$ cat src/core/mls_regs.svh
`ifndef MLS_REGS_SVH
`define MLS_REGS_SVH

// ----------------------------------------------------------------------------
// Command codes (read codes; a write sets the write flag bit)
// ----------------------------------------------------------------------------
`define MLS_CODE_CUR      6'h02
`define MLS_CODE_REGEN    6'h03
`define MLS_CODE_RISE     6'h04
`define MLS_CODE_FALL     6'h05
`define MLS_CODE_UVT      6'h06
`define MLS_CODE_UVR      6'h07
`define MLS_CODE_OVR      6'h08
`define MLS_CODE_OVT      6'h09
`define MLS_CODE_SUPPLY   6'h10
`define MLS_FIRST_RW      6'h02
`define MLS_LAST_RW       6'h09

// ----------------------------------------------------------------------------
// Command byte layout
// ----------------------------------------------------------------------------
`define MLS_MARK_BIT      7
`define MLS_WR_BIT        6
`define MLS_CODE_MSB      5

// ----------------------------------------------------------------------------
// Data word split over two bytes
// ----------------------------------------------------------------------------
`define MLS_WORD_W        14
`define MLS_HI_MSB        13
`define MLS_HI_LSB        7
`define MLS_LO_MSB        6
`define MLS_PAY_W         7

// ----------------------------------------------------------------------------
// Values
// ----------------------------------------------------------------------------
`define MLS_FALL_MIN      14'h0001
`define MLS_RESET_VAL     1'b0

`endif

$ cat src/core/mls_pkg.sv
`include "mls_regs.svh"

package mls_pkg;

	// ------------------------------------------------------------------------
	// State types
	// ------------------------------------------------------------------------
	typedef enum logic [2:0]
	{
		MLS_D_IDLE,
		MLS_D_WHI,
		MLS_D_WLO,
		MLS_D_RHI,
		MLS_D_RLO
	} mls_dev_state_t;

	typedef enum logic [2:0]
	{
		MLS_H_IDLE,
		MLS_H_CMD,
		MLS_H_DHI,
		MLS_H_DLO,
		MLS_H_RHI,
		MLS_H_RLO
	} mls_host_state_t;

	typedef logic [7:0] mls_byte_t;

endpackage : mls_pkg

$ cat src/core/mls_link_if.sv
interface mls_link_if;
	import mls_pkg::*;

	// ------------------------------------------------------------------------
	// Byte streams in both directions
	// ------------------------------------------------------------------------
	logic      h2d_valid;
	mls_byte_t h2d_data;
	logic      h2d_ready;
	logic      d2h_valid;
	mls_byte_t d2h_data;
	logic      d2h_ready;

	modport dev
	(
		input  h2d_valid,
		input  h2d_data,
		output h2d_ready,
		output d2h_valid,
		output d2h_data,
		input  d2h_ready
	);

	modport host
	(
		output h2d_valid,
		output h2d_data,
		input  h2d_ready,
		input  d2h_valid,
		input  d2h_data,
		output d2h_ready
	);

endinterface : mls_link_if

$ cat src/core/mls_dev_end.sv
// Behaviour
// RULE1 - Current ceiling: write 0x42, read 0x02.
// RULE2 - Ceiling follows pot; pot change reloads it.
// RULE3 - Lock stops pot overwriting tracked registers.
// RULE4 - All values cleared at restart; unlocked pot-tracked ones reload from their pot on the first cycle after.
// RULE5 - Values are 12-bit, 0 to 4095.
// RULE6 - Regen ceiling 0x43/0x03, tracks its pot.
// RULE7 - Rise ramp 0x44/0x04, tracks ramp pot.
// RULE8 - Fall ramp 0x45/0x05, disabled by default.
// RULE9 - Host never writes fall ramp below one.
// RULE10 - Armed undervolt trip shuts outputs down.
// RULE11 - Undervolt shutdown sets low-supply status.
// RULE12 - Armed undervolt recover level ends low state.
// RULE13 - Armed overvolt recover level ends high state.
// RULE14 - Armed overvolt trip shuts outputs down.
// RULE15 - Protection may overwrite overvolt trip level.
// RULE16 - Overvolt shutdown sets high-supply status.
// RULE17 - Supply reading read-only at 0x10.
// RULE18 - Data as two 7-bit bytes, high first.
// RULE19 - Trip state held until recovery crossing; the code also clears it as soon as its trip level is disarmed.
`include "mls_regs.svh"

module mls_dev_end
	import mls_pkg::*;
#(
	parameter int VAL_W = 12,
	parameter int NPOT  = 3
)
(
	input  wire logic                          core_clk,
	input  wire logic                          reset,
	mls_link_if.dev                            link,
	input  wire logic [NPOT-1:0][VAL_W-1:0]    pot_level,
	input  wire logic [7:0]                    lock_bits,
	input  wire logic [VAL_W-1:0]              supply_level,
	input  wire logic                          ovp_load,
	input  wire logic [VAL_W-1:0]              ovp_level,
	output logic      [7:0][VAL_W-1:0]         param_value,
	output logic      [7:0]                    param_written,
	output logic                               fall_ramp_en,
	output logic                               low_supply,
	output logic                               high_supply,
	output logic                               outputs_off
);

	localparam int NREG = 8;
	localparam logic [`MLS_WORD_W-1:0] VAL_MAX = `MLS_WORD_W'((1 << VAL_W) - 1);

	// ------------------------------------------------------------------------
	// Parameter check and code decoding
	// ------------------------------------------------------------------------
	if (VAL_W < 1 || VAL_W > `MLS_WORD_W || NPOT < 0 || NPOT > NREG ||
		NREG != int'(`MLS_LAST_RW - `MLS_FIRST_RW) + 1)
	begin : g_bad
		$error("mls_dev_end: unsupported parameters.");
	end
	function automatic logic rw_hit(input logic [`MLS_CODE_MSB:0] code);
		return (code >= `MLS_FIRST_RW) && (code <= `MLS_LAST_RW);
	endfunction : rw_hit

	function automatic logic [2:0] rw_index(input logic [`MLS_CODE_MSB:0] code);
		return 3'(code - `MLS_FIRST_RW);
	endfunction : rw_index

	localparam logic [2:0] IDX_FALL = rw_index(`MLS_CODE_FALL);
	localparam logic [2:0] IDX_UVT  = rw_index(`MLS_CODE_UVT);
	localparam logic [2:0] IDX_UVR  = rw_index(`MLS_CODE_UVR);
	localparam logic [2:0] IDX_OVR  = rw_index(`MLS_CODE_OVR);
	localparam logic [2:0] IDX_OVT  = rw_index(`MLS_CODE_OVT);

	mls_dev_state_t           state_q;
	logic [`MLS_CODE_MSB:0]   cmd_q;
	logic [`MLS_PAY_W-1:0]    hi_q;
	logic [`MLS_PAY_W-1:0]    tx_lo_q;
	mls_byte_t                tx_q;
	logic [NREG-1:0][VAL_W-1:0] val_q;
	logic [NREG-1:0]          written_q;
	logic [NREG-1:0]          pot_chg;
	logic [NREG-1:0][VAL_W-1:0] pot_val;
	logic                     rx_take;
	logic                     tx_take;
	logic                     wr_go;
	logic [`MLS_WORD_W-1:0]   wr_word;
	logic [VAL_W-1:0]         wr_sat;
	logic [`MLS_WORD_W-1:0]   rd_word;
	logic [`MLS_CODE_MSB:0]   rx_code;
	logic                     low_q;
	logic                     high_q;

	// ------------------------------------------------------------------------
	// Link handshake
	// ------------------------------------------------------------------------
	assign link.h2d_ready = (state_q == MLS_D_IDLE) || (state_q == MLS_D_WHI) || (state_q == MLS_D_WLO);
	assign link.d2h_valid = (state_q == MLS_D_RHI) || (state_q == MLS_D_RLO);
	assign link.d2h_data  = tx_q;
	assign rx_take        = link.h2d_valid && link.h2d_ready;
	assign tx_take        = link.d2h_valid && link.d2h_ready;
	assign rx_code        = link.h2d_data[`MLS_CODE_MSB:0];

	// Two seven-bit payloads joined, out-of-range values saturate.
	assign wr_word = {hi_q, link.h2d_data[`MLS_LO_MSB:0]}; // RULE18
	assign wr_sat  = (wr_word > VAL_MAX) ? VAL_MAX[VAL_W-1:0] : wr_word[VAL_W-1:0]; // RULE5
	assign wr_go   = (state_q == MLS_D_WLO) && rx_take && rw_hit(cmd_q);

	always_comb
	begin
		rd_word = '0;
		if (rw_hit(rx_code))
			rd_word = `MLS_WORD_W'(val_q[rw_index(rx_code)]); // RULE1
		else if (rx_code == `MLS_CODE_SUPPLY)
			rd_word = `MLS_WORD_W'(supply_level); // RULE17
	end

	// ------------------------------------------------------------------------
	// Command sequencer
	// ------------------------------------------------------------------------
	always_ff @(posedge core_clk)
	begin
		if (reset)
		begin
			state_q <= MLS_D_IDLE;
			cmd_q   <= '0;
			hi_q    <= '0;
			tx_q    <= '0;
			tx_lo_q <= '0;
		end
		else
		begin
			case (state_q)
				MLS_D_IDLE:
				begin
					if (rx_take && !link.h2d_data[`MLS_MARK_BIT])
					begin
						cmd_q <= rx_code;
						if (link.h2d_data[`MLS_WR_BIT])
							state_q <= MLS_D_WHI;
						else
						begin
							tx_q    <= {1'b0, rd_word[`MLS_HI_MSB:`MLS_HI_LSB]}; // RULE18
							tx_lo_q <= rd_word[`MLS_LO_MSB:0];
							state_q <= MLS_D_RHI;
						end
					end
				end
				MLS_D_WHI:
				begin
					if (rx_take)
					begin
						hi_q    <= link.h2d_data[`MLS_LO_MSB:0]; // RULE18
						state_q <= MLS_D_WLO;
					end
				end
				MLS_D_WLO:
				begin
					if (rx_take)
						state_q <= MLS_D_IDLE;
				end
				MLS_D_RHI:
				begin
					if (tx_take)
					begin
						tx_q    <= {1'b0, tx_lo_q}; // RULE18
						state_q <= MLS_D_RLO;
					end
				end
				MLS_D_RLO:
				begin
					if (tx_take)
						state_q <= MLS_D_IDLE;
				end
				default:
					state_q <= MLS_D_IDLE;
			endcase
		end
	end

	// ------------------------------------------------------------------------
	// Potentiometer tracking and parameter registers
	// ------------------------------------------------------------------------
	for (genvar p = 0; p < NREG; p++)
	begin : g_pot
		if (p < NPOT)
		begin : g_track
			logic [VAL_W-1:0] prev_q;
			logic             seen_q;
			always_ff @(posedge core_clk)
			begin
				if (reset)
				begin
					prev_q <= '0;
					seen_q <= `MLS_RESET_VAL;
				end
				else
				begin
					prev_q <= pot_level[p];
					seen_q <= 1'b1;
				end
			end
			// The first cycle after restart loads the pot unless its lock bit is set.
			assign pot_chg[p] = !seen_q || (pot_level[p] != prev_q); // RULE2 RULE6 RULE7
			assign pot_val[p] = pot_level[p];
		end
		else
		begin : g_none
			assign pot_chg[p] = 1'b0;
			assign pot_val[p] = '0;
		end
	end

	for (genvar i = 0; i < NREG; i++)
	begin : g_reg
		always_ff @(posedge core_clk)
		begin
			if (reset)
			begin
				val_q[i]     <= '0; // RULE4
				written_q[i] <= `MLS_RESET_VAL;
			end
			else if (i == int'(IDX_OVT) && ovp_load)
				val_q[i] <= ovp_level; // RULE15
			else if (wr_go && rw_index(cmd_q) == 3'(i))
			begin
				val_q[i]     <= wr_sat; // RULE1 RULE6 RULE7 RULE8
				written_q[i] <= 1'b1;
			end
			else if (pot_chg[i] && !lock_bits[i]) // RULE3
				val_q[i] <= pot_val[i]; // RULE2
		end
	end

	assign param_value   = val_q;
	assign param_written = written_q;
	assign fall_ramp_en  = written_q[IDX_FALL] && (val_q[IDX_FALL] != '0); // RULE8

	// ------------------------------------------------------------------------
	// Supply supervisor
	// ------------------------------------------------------------------------
	logic uvt_arm;
	logic uvr_arm;
	logic ovt_arm;
	logic ovr_arm;
	assign uvt_arm = written_q[IDX_UVT] && lock_bits[IDX_UVT]; // RULE10
	assign uvr_arm = written_q[IDX_UVR] && lock_bits[IDX_UVR]; // RULE12
	assign ovt_arm = written_q[IDX_OVT] && lock_bits[IDX_OVT]; // RULE14
	assign ovr_arm = written_q[IDX_OVR] && lock_bits[IDX_OVR]; // RULE13

	always_ff @(posedge core_clk)
	begin
		if (reset)
			low_q <= `MLS_RESET_VAL;
		else if (uvt_arm && supply_level < val_q[IDX_UVT])
			low_q <= 1'b1; // RULE10 RULE11
		else if (!uvt_arm || supply_level > (uvr_arm ? val_q[IDX_UVR] : val_q[IDX_UVT]))
			low_q <= 1'b0; // RULE12 RULE19
	end

	always_ff @(posedge core_clk)
	begin
		if (reset)
			high_q <= `MLS_RESET_VAL;
		else if (ovt_arm && supply_level > val_q[IDX_OVT])
			high_q <= 1'b1; // RULE14 RULE16
		else if (!ovt_arm || supply_level < (ovr_arm ? val_q[IDX_OVR] : val_q[IDX_OVT]))
			high_q <= 1'b0; // RULE13 RULE19
	end

	assign low_supply  = low_q;
	assign high_supply = high_q;
	assign outputs_off = low_q || high_q; // RULE10 RULE14

endmodule : mls_dev_end

$ cat src/flat_wrapper.sv
// flat-port wrapper written by rule: the top's interface ports become plain ports
module mls_dev_end_flat import mls_pkg::*;
#(
	parameter int VAL_W = 12,
	parameter int NPOT  = 3
)
  (core_clk, reset, pot_level, lock_bits, supply_level, ovp_load, ovp_level, param_value, param_written, fall_ramp_en, low_supply, high_supply, outputs_off, link_h2d_valid, link_h2d_data, link_h2d_ready, link_d2h_valid, link_d2h_data, link_d2h_ready);
  mls_link_if link_i ();
  input  wire logic core_clk;
  input  wire logic reset;
  input  wire logic [NPOT-1:0][VAL_W-1:0] pot_level;
  input  wire logic [7:0] lock_bits;
  input  wire logic [VAL_W-1:0] supply_level;
  input  wire logic ovp_load;
  input  wire logic [VAL_W-1:0] ovp_level;
  output logic      [7:0][VAL_W-1:0] param_value;
  output logic      [7:0] param_written;
  output logic fall_ramp_en;
  output logic low_supply;
  output logic high_supply;
  output logic outputs_off;
  input wire logic [$bits(link_i.h2d_valid)-1:0] link_h2d_valid;
  input wire logic [$bits(link_i.h2d_data)-1:0] link_h2d_data;
  output wire logic [$bits(link_i.h2d_ready)-1:0] link_h2d_ready;
  output wire logic [$bits(link_i.d2h_valid)-1:0] link_d2h_valid;
  output wire logic [$bits(link_i.d2h_data)-1:0] link_d2h_data;
  input wire logic [$bits(link_i.d2h_ready)-1:0] link_d2h_ready;
  assign link_i.h2d_valid = link_h2d_valid;
  assign link_i.h2d_data = link_h2d_data;
  assign link_h2d_ready = link_i.h2d_ready;
  assign link_d2h_valid = link_i.d2h_valid;
  assign link_d2h_data = link_i.d2h_data;
  assign link_i.d2h_ready = link_d2h_ready;
  mls_dev_end #(.VAL_W(VAL_W), .NPOT(NPOT)) u_core (.core_clk(core_clk), .reset(reset), .link(link_i), .pot_level(pot_level), .lock_bits(lock_bits), .supply_level(supply_level), .ovp_load(ovp_load), .ovp_level(ovp_level), .param_value(param_value), .param_written(param_written), .fall_ramp_en(fall_ramp_en), .low_supply(low_supply), .high_supply(high_supply), .outputs_off(outputs_off));
endmodule
$ cat config.mk
export PLATFORM = sky130hd
export DESIGN_NAME = mls_dev_end_flat
export DESIGN_NICKNAME = d
export VERILOG_FILES = /design/src/core/mls_pkg.sv /design/src/core/mls_link_if.sv /design/src/core/mls_dev_end.sv /design/src/flat_wrapper.sv
export VERILOG_INCLUDE_DIRS = /design/src /design/src/core
export SDC_FILE = /design/constraint.sdc
export NUM_CORES = 1
export LEC_CHECK = 0
export BUFFER_PORTS_ARGS = -buffer_cell sky130_fd_sc_hd__buf_2
export CAP_MARGIN = 15
export CORE_AREA = 2 2 154 156
export DETAILED_ROUTE_END_ITERATION = 16
export DIE_AREA = 0 0 156 158
export GPL_TIMING_DRIVEN = 0
export PLACE_DENSITY = 0.65
export SYNTH_ARGS = -nofsm -noshare
export SYNTH_HDL_FRONTEND = slang
export SYNTH_SLANG_ARGS = --single-unit
$ cat constraint.sdc
create_clock -name core_clk -period 6.4 [get_ports core_clk]
set_input_delay 0.64 -clock core_clk [delete_from_list [all_inputs] [get_ports core_clk]]
set_output_delay 0.64 -clock core_clk [all_outputs]
set_load 0.01 [all_outputs]
==> results.md <==
* Core footprint at 23050 um^2
* Largest delay share family, worst path: compound AO/OA/AOI/OAI gates
* Post-Route Setup TNS at 0 ns
* Synthesis-to-finish area growth at 21.71%
* Worst slew pin tran at 1.116 ns
* Mapped cell area at 9089 um^2
* Total Routed Length at 32560 um
* Tcrit/Tclk final at 49.21%
* Syn avg cell area at 9.379 um^2
* WHS Path Cells at 3
* Num CTS Buffers at 17
* CP Launch Type: flop
* Status: completed
* Post-CTS setup buffer count at 0
* Cts repair resizes at 0
* Number of synthesized register bits at 173
* Ys async rst share at 0%
* Clock slew at reported path FFs at 0.07 ns
* Hpwl dp at 25140 um
* H-tree levels at 4
* Worst setup EP type: flop
* Reg2Reg Depth at 8
* Crit Path Category: flop to flop
* Min Tclk post-route at 3.149 ns
* Vias per inst at 5.658
* First-pass GRT wire length at 48230 um
* WL/cell at 21.90 um
* Required time of the critical path at 6.73 ns
* GR Util All Layers at 26.42%
* I/O Buffers at 194
* Overflow after GRT at 0
* Commonest cells post-synth: 173 x dfxtp_1, 162 x nor2_1, 71 x mux2i_1
* Synth Warn # at 0
* Clk Latency, worst-skew pair at 0.44 ns
* Initial DRC count at 810
* Ports at 199
* Pre-antenna DRT Iters at 5
* CP bufs+invs at 1
* Syn_nets at 1097
* Seq/Total Area, Yosys at 38.11%
* Antenna diodes at 0
* Max rail drop VDD at 0.1786 mV
* Crit path max fanout at 10
* Root buffer cell: clkbuf_16
* Clock sink total at 173
* Post-synth EDFFs at 0
* Number of hold buffers added after cts at 0
* # setup viols final at 0
* Fin. Hold Viols at 0
* Fmax at 317.5 MHz
* Site Rows at 56
* CTS max path bufs at 2
* Unrepaired setup endpoints after global routing: false
* Pwr per Cell Area at 238.4 nW/um^2
* Yosys top cell area share at 38.11%
* Unique masters post-synth at 56
* Area leader, netlist: dfxtp_1
* Largest net degree at the start of global routing at 17
* Max-slew violations at 0
* Final Wtd Congestion at 0.9550
* CTS tree: done
* Most frequent cell after synthesis: dfxtp_1
* Dominant synthesized flop cell: dfxtp_1
* Clock Skews at 0.01306 ns
* Vias in the first global route at 8051
* Initial antenna violation count at 0
* Total die area at 24650 um^2
* Power, Total at 2638 uW
* Max-Slew Margin vs Limit at 25.33%
* Syn Inst Count at 969
* Arrival @ worst endpoint at 3.48 ns
* Die width at 156 um
* Stages on the worst setup path at 8
* CP max-delay cell: a2111oi_0
* Hold WC Path Type: input pin to flop
* Vias at 8413
* Leakage at 0.004714 uW
* Die Ht at 158 um
* Synth top area cells: dfxtp_1 38%, mux2i_1 7.8%, nor2_1 6.7%
* Final net count at 1312
* CP max stage delay at 0.76 ns
* Final ANT Viol Nets at 0
* # DRC at 0
* Worst-path cell chain: nand2_1, buf_1, mux2i_1, ha_1, and3_1, a2111oi_0, o31ai_1, a21bo_2
* Max_cap viols at 0
* Initial Util at 39.43%
* Layout cells sized above 1 at 26.90%
==> worst reg2reg max path: cells and delay by family (launching register included) <==
family,cells,cell delay (ns)
flip-flops,1,0.32
adder cells (fa/ha/maj),1,0.27
AO/OA/AOI/OAI,3,1.18
AND/OR/NAND/NOR,2,0.36
multiplexers,1,0.27
buffers and inverters,1,0.64
==> flip-flops by register name, indices dropped and copies added, names as in the netlist <==
| signal | cells |
|---|---|
| u_core.high_supply | 1 |
| u_core.tx_lo_q | 7 |
| u_core.hi_q | 7 |
| u_core.param_value | 96 |
| u_core.link.d2h_data | 7 |
| u_core.g_pot.g_track.seen_q | 1 |
| u_core.g_pot.g_track.prev_q | 36 |
| u_core.cmd_q | 6 |
| u_core.param_written | 8 |
| u_core.low_supply | 1 |
| u_core.state_q | 3 |
==> through the flow <==
stage	cells	utilization (%)	instance area [um^2]	setup slack, ns	hold WS (ns)
final	1487	47.99	11060	3.251	0.4344
after global routing	1487	47.99	11060	3.170	0.4552
after CTS	1486	47.95	11050	3.332	0.4352
after detailed placement	1454	45.23	10430	2.902	0.4429
after global placement	1453	45.21	10420	2.911	0.4354
after floorplan	969	-	9089	3.674	0.4288
==> layout by cell type, fill, tap and decap left out, types with 13 or more instances in the layout <==
cell / count
buf_2: 206
dfxtp_1: 173
nor2_1: 162
mux2i_1: 71
a21oi_1: 58
a211oi_1: 51
ha_1: 47
nor2b_1: 39
nand2_1: 38
clkbuf_1: 35
inv_1: 33
xnor2_1: 29
mux4_2: 24
o21ai_0: 18
clkbuf_16: 17
mux2_2: 14
nor4_1: 13
nand4_1: 13
nor3_1: 13
==> cell type report <==
class / count / area (um^2)
plain buffers: 62 / 284.0
fillers: 2219 / 11990
flip-flops and latches: 173 / 3463
well taps: 290 / 362.8
inverters: 34 / 127.6
repair buffers: 196 / 983.4
clock buffers: 19 / 452.9
clock inverters: 13 / 173.9
multi-input cells: 700 / 5214
==> cell families after synthesis <==
kind of cell / Yosys count / share of synthesized area (%)
and+or+nand+nor: 321 / 17.55
xor gates and xnor gates: 36 / 3.469
other: 1 / 0.04126
adders and majority gates: 47 / 6.470
AOI/OAI and AO/OA: 186 / 14.33
DFF: 173 / 38.11
buffers and inverters: 96 / 4.529
muxes: 109 / 15.50
==> layer usage <==
layer	routed length [um]	GRT usage, %	part of all wire (%)
met1	14010	35.17	43
met2	14670	42.46	45
met3	2854	5.174	8.8
met4	1034	10.27	3.2
met5	0	0	0
==> final timing paths <==
check,start,to,slack [ns]
worst min register to register,u_core.param_written[0],u_core.param_written[0],0.45
worst max-delay path,u_core.param_written[6],u_core.high_supply,3.25
worst min-delay path,ovp_level[0],u_core.param_value[84],0.43
worst max register to register,u_core.param_written[6],u_core.high_supply,3.25
==> where the power goes <==
part / internal, uW / leakage, uW / switching, uW
clock network: 644 / 0.000303 / 474
logic: 147 / 0.00299 / 216
registers: 1120 / 0.00142 / 40.2
No activity file was read; power rests on OpenSTA's default activity.
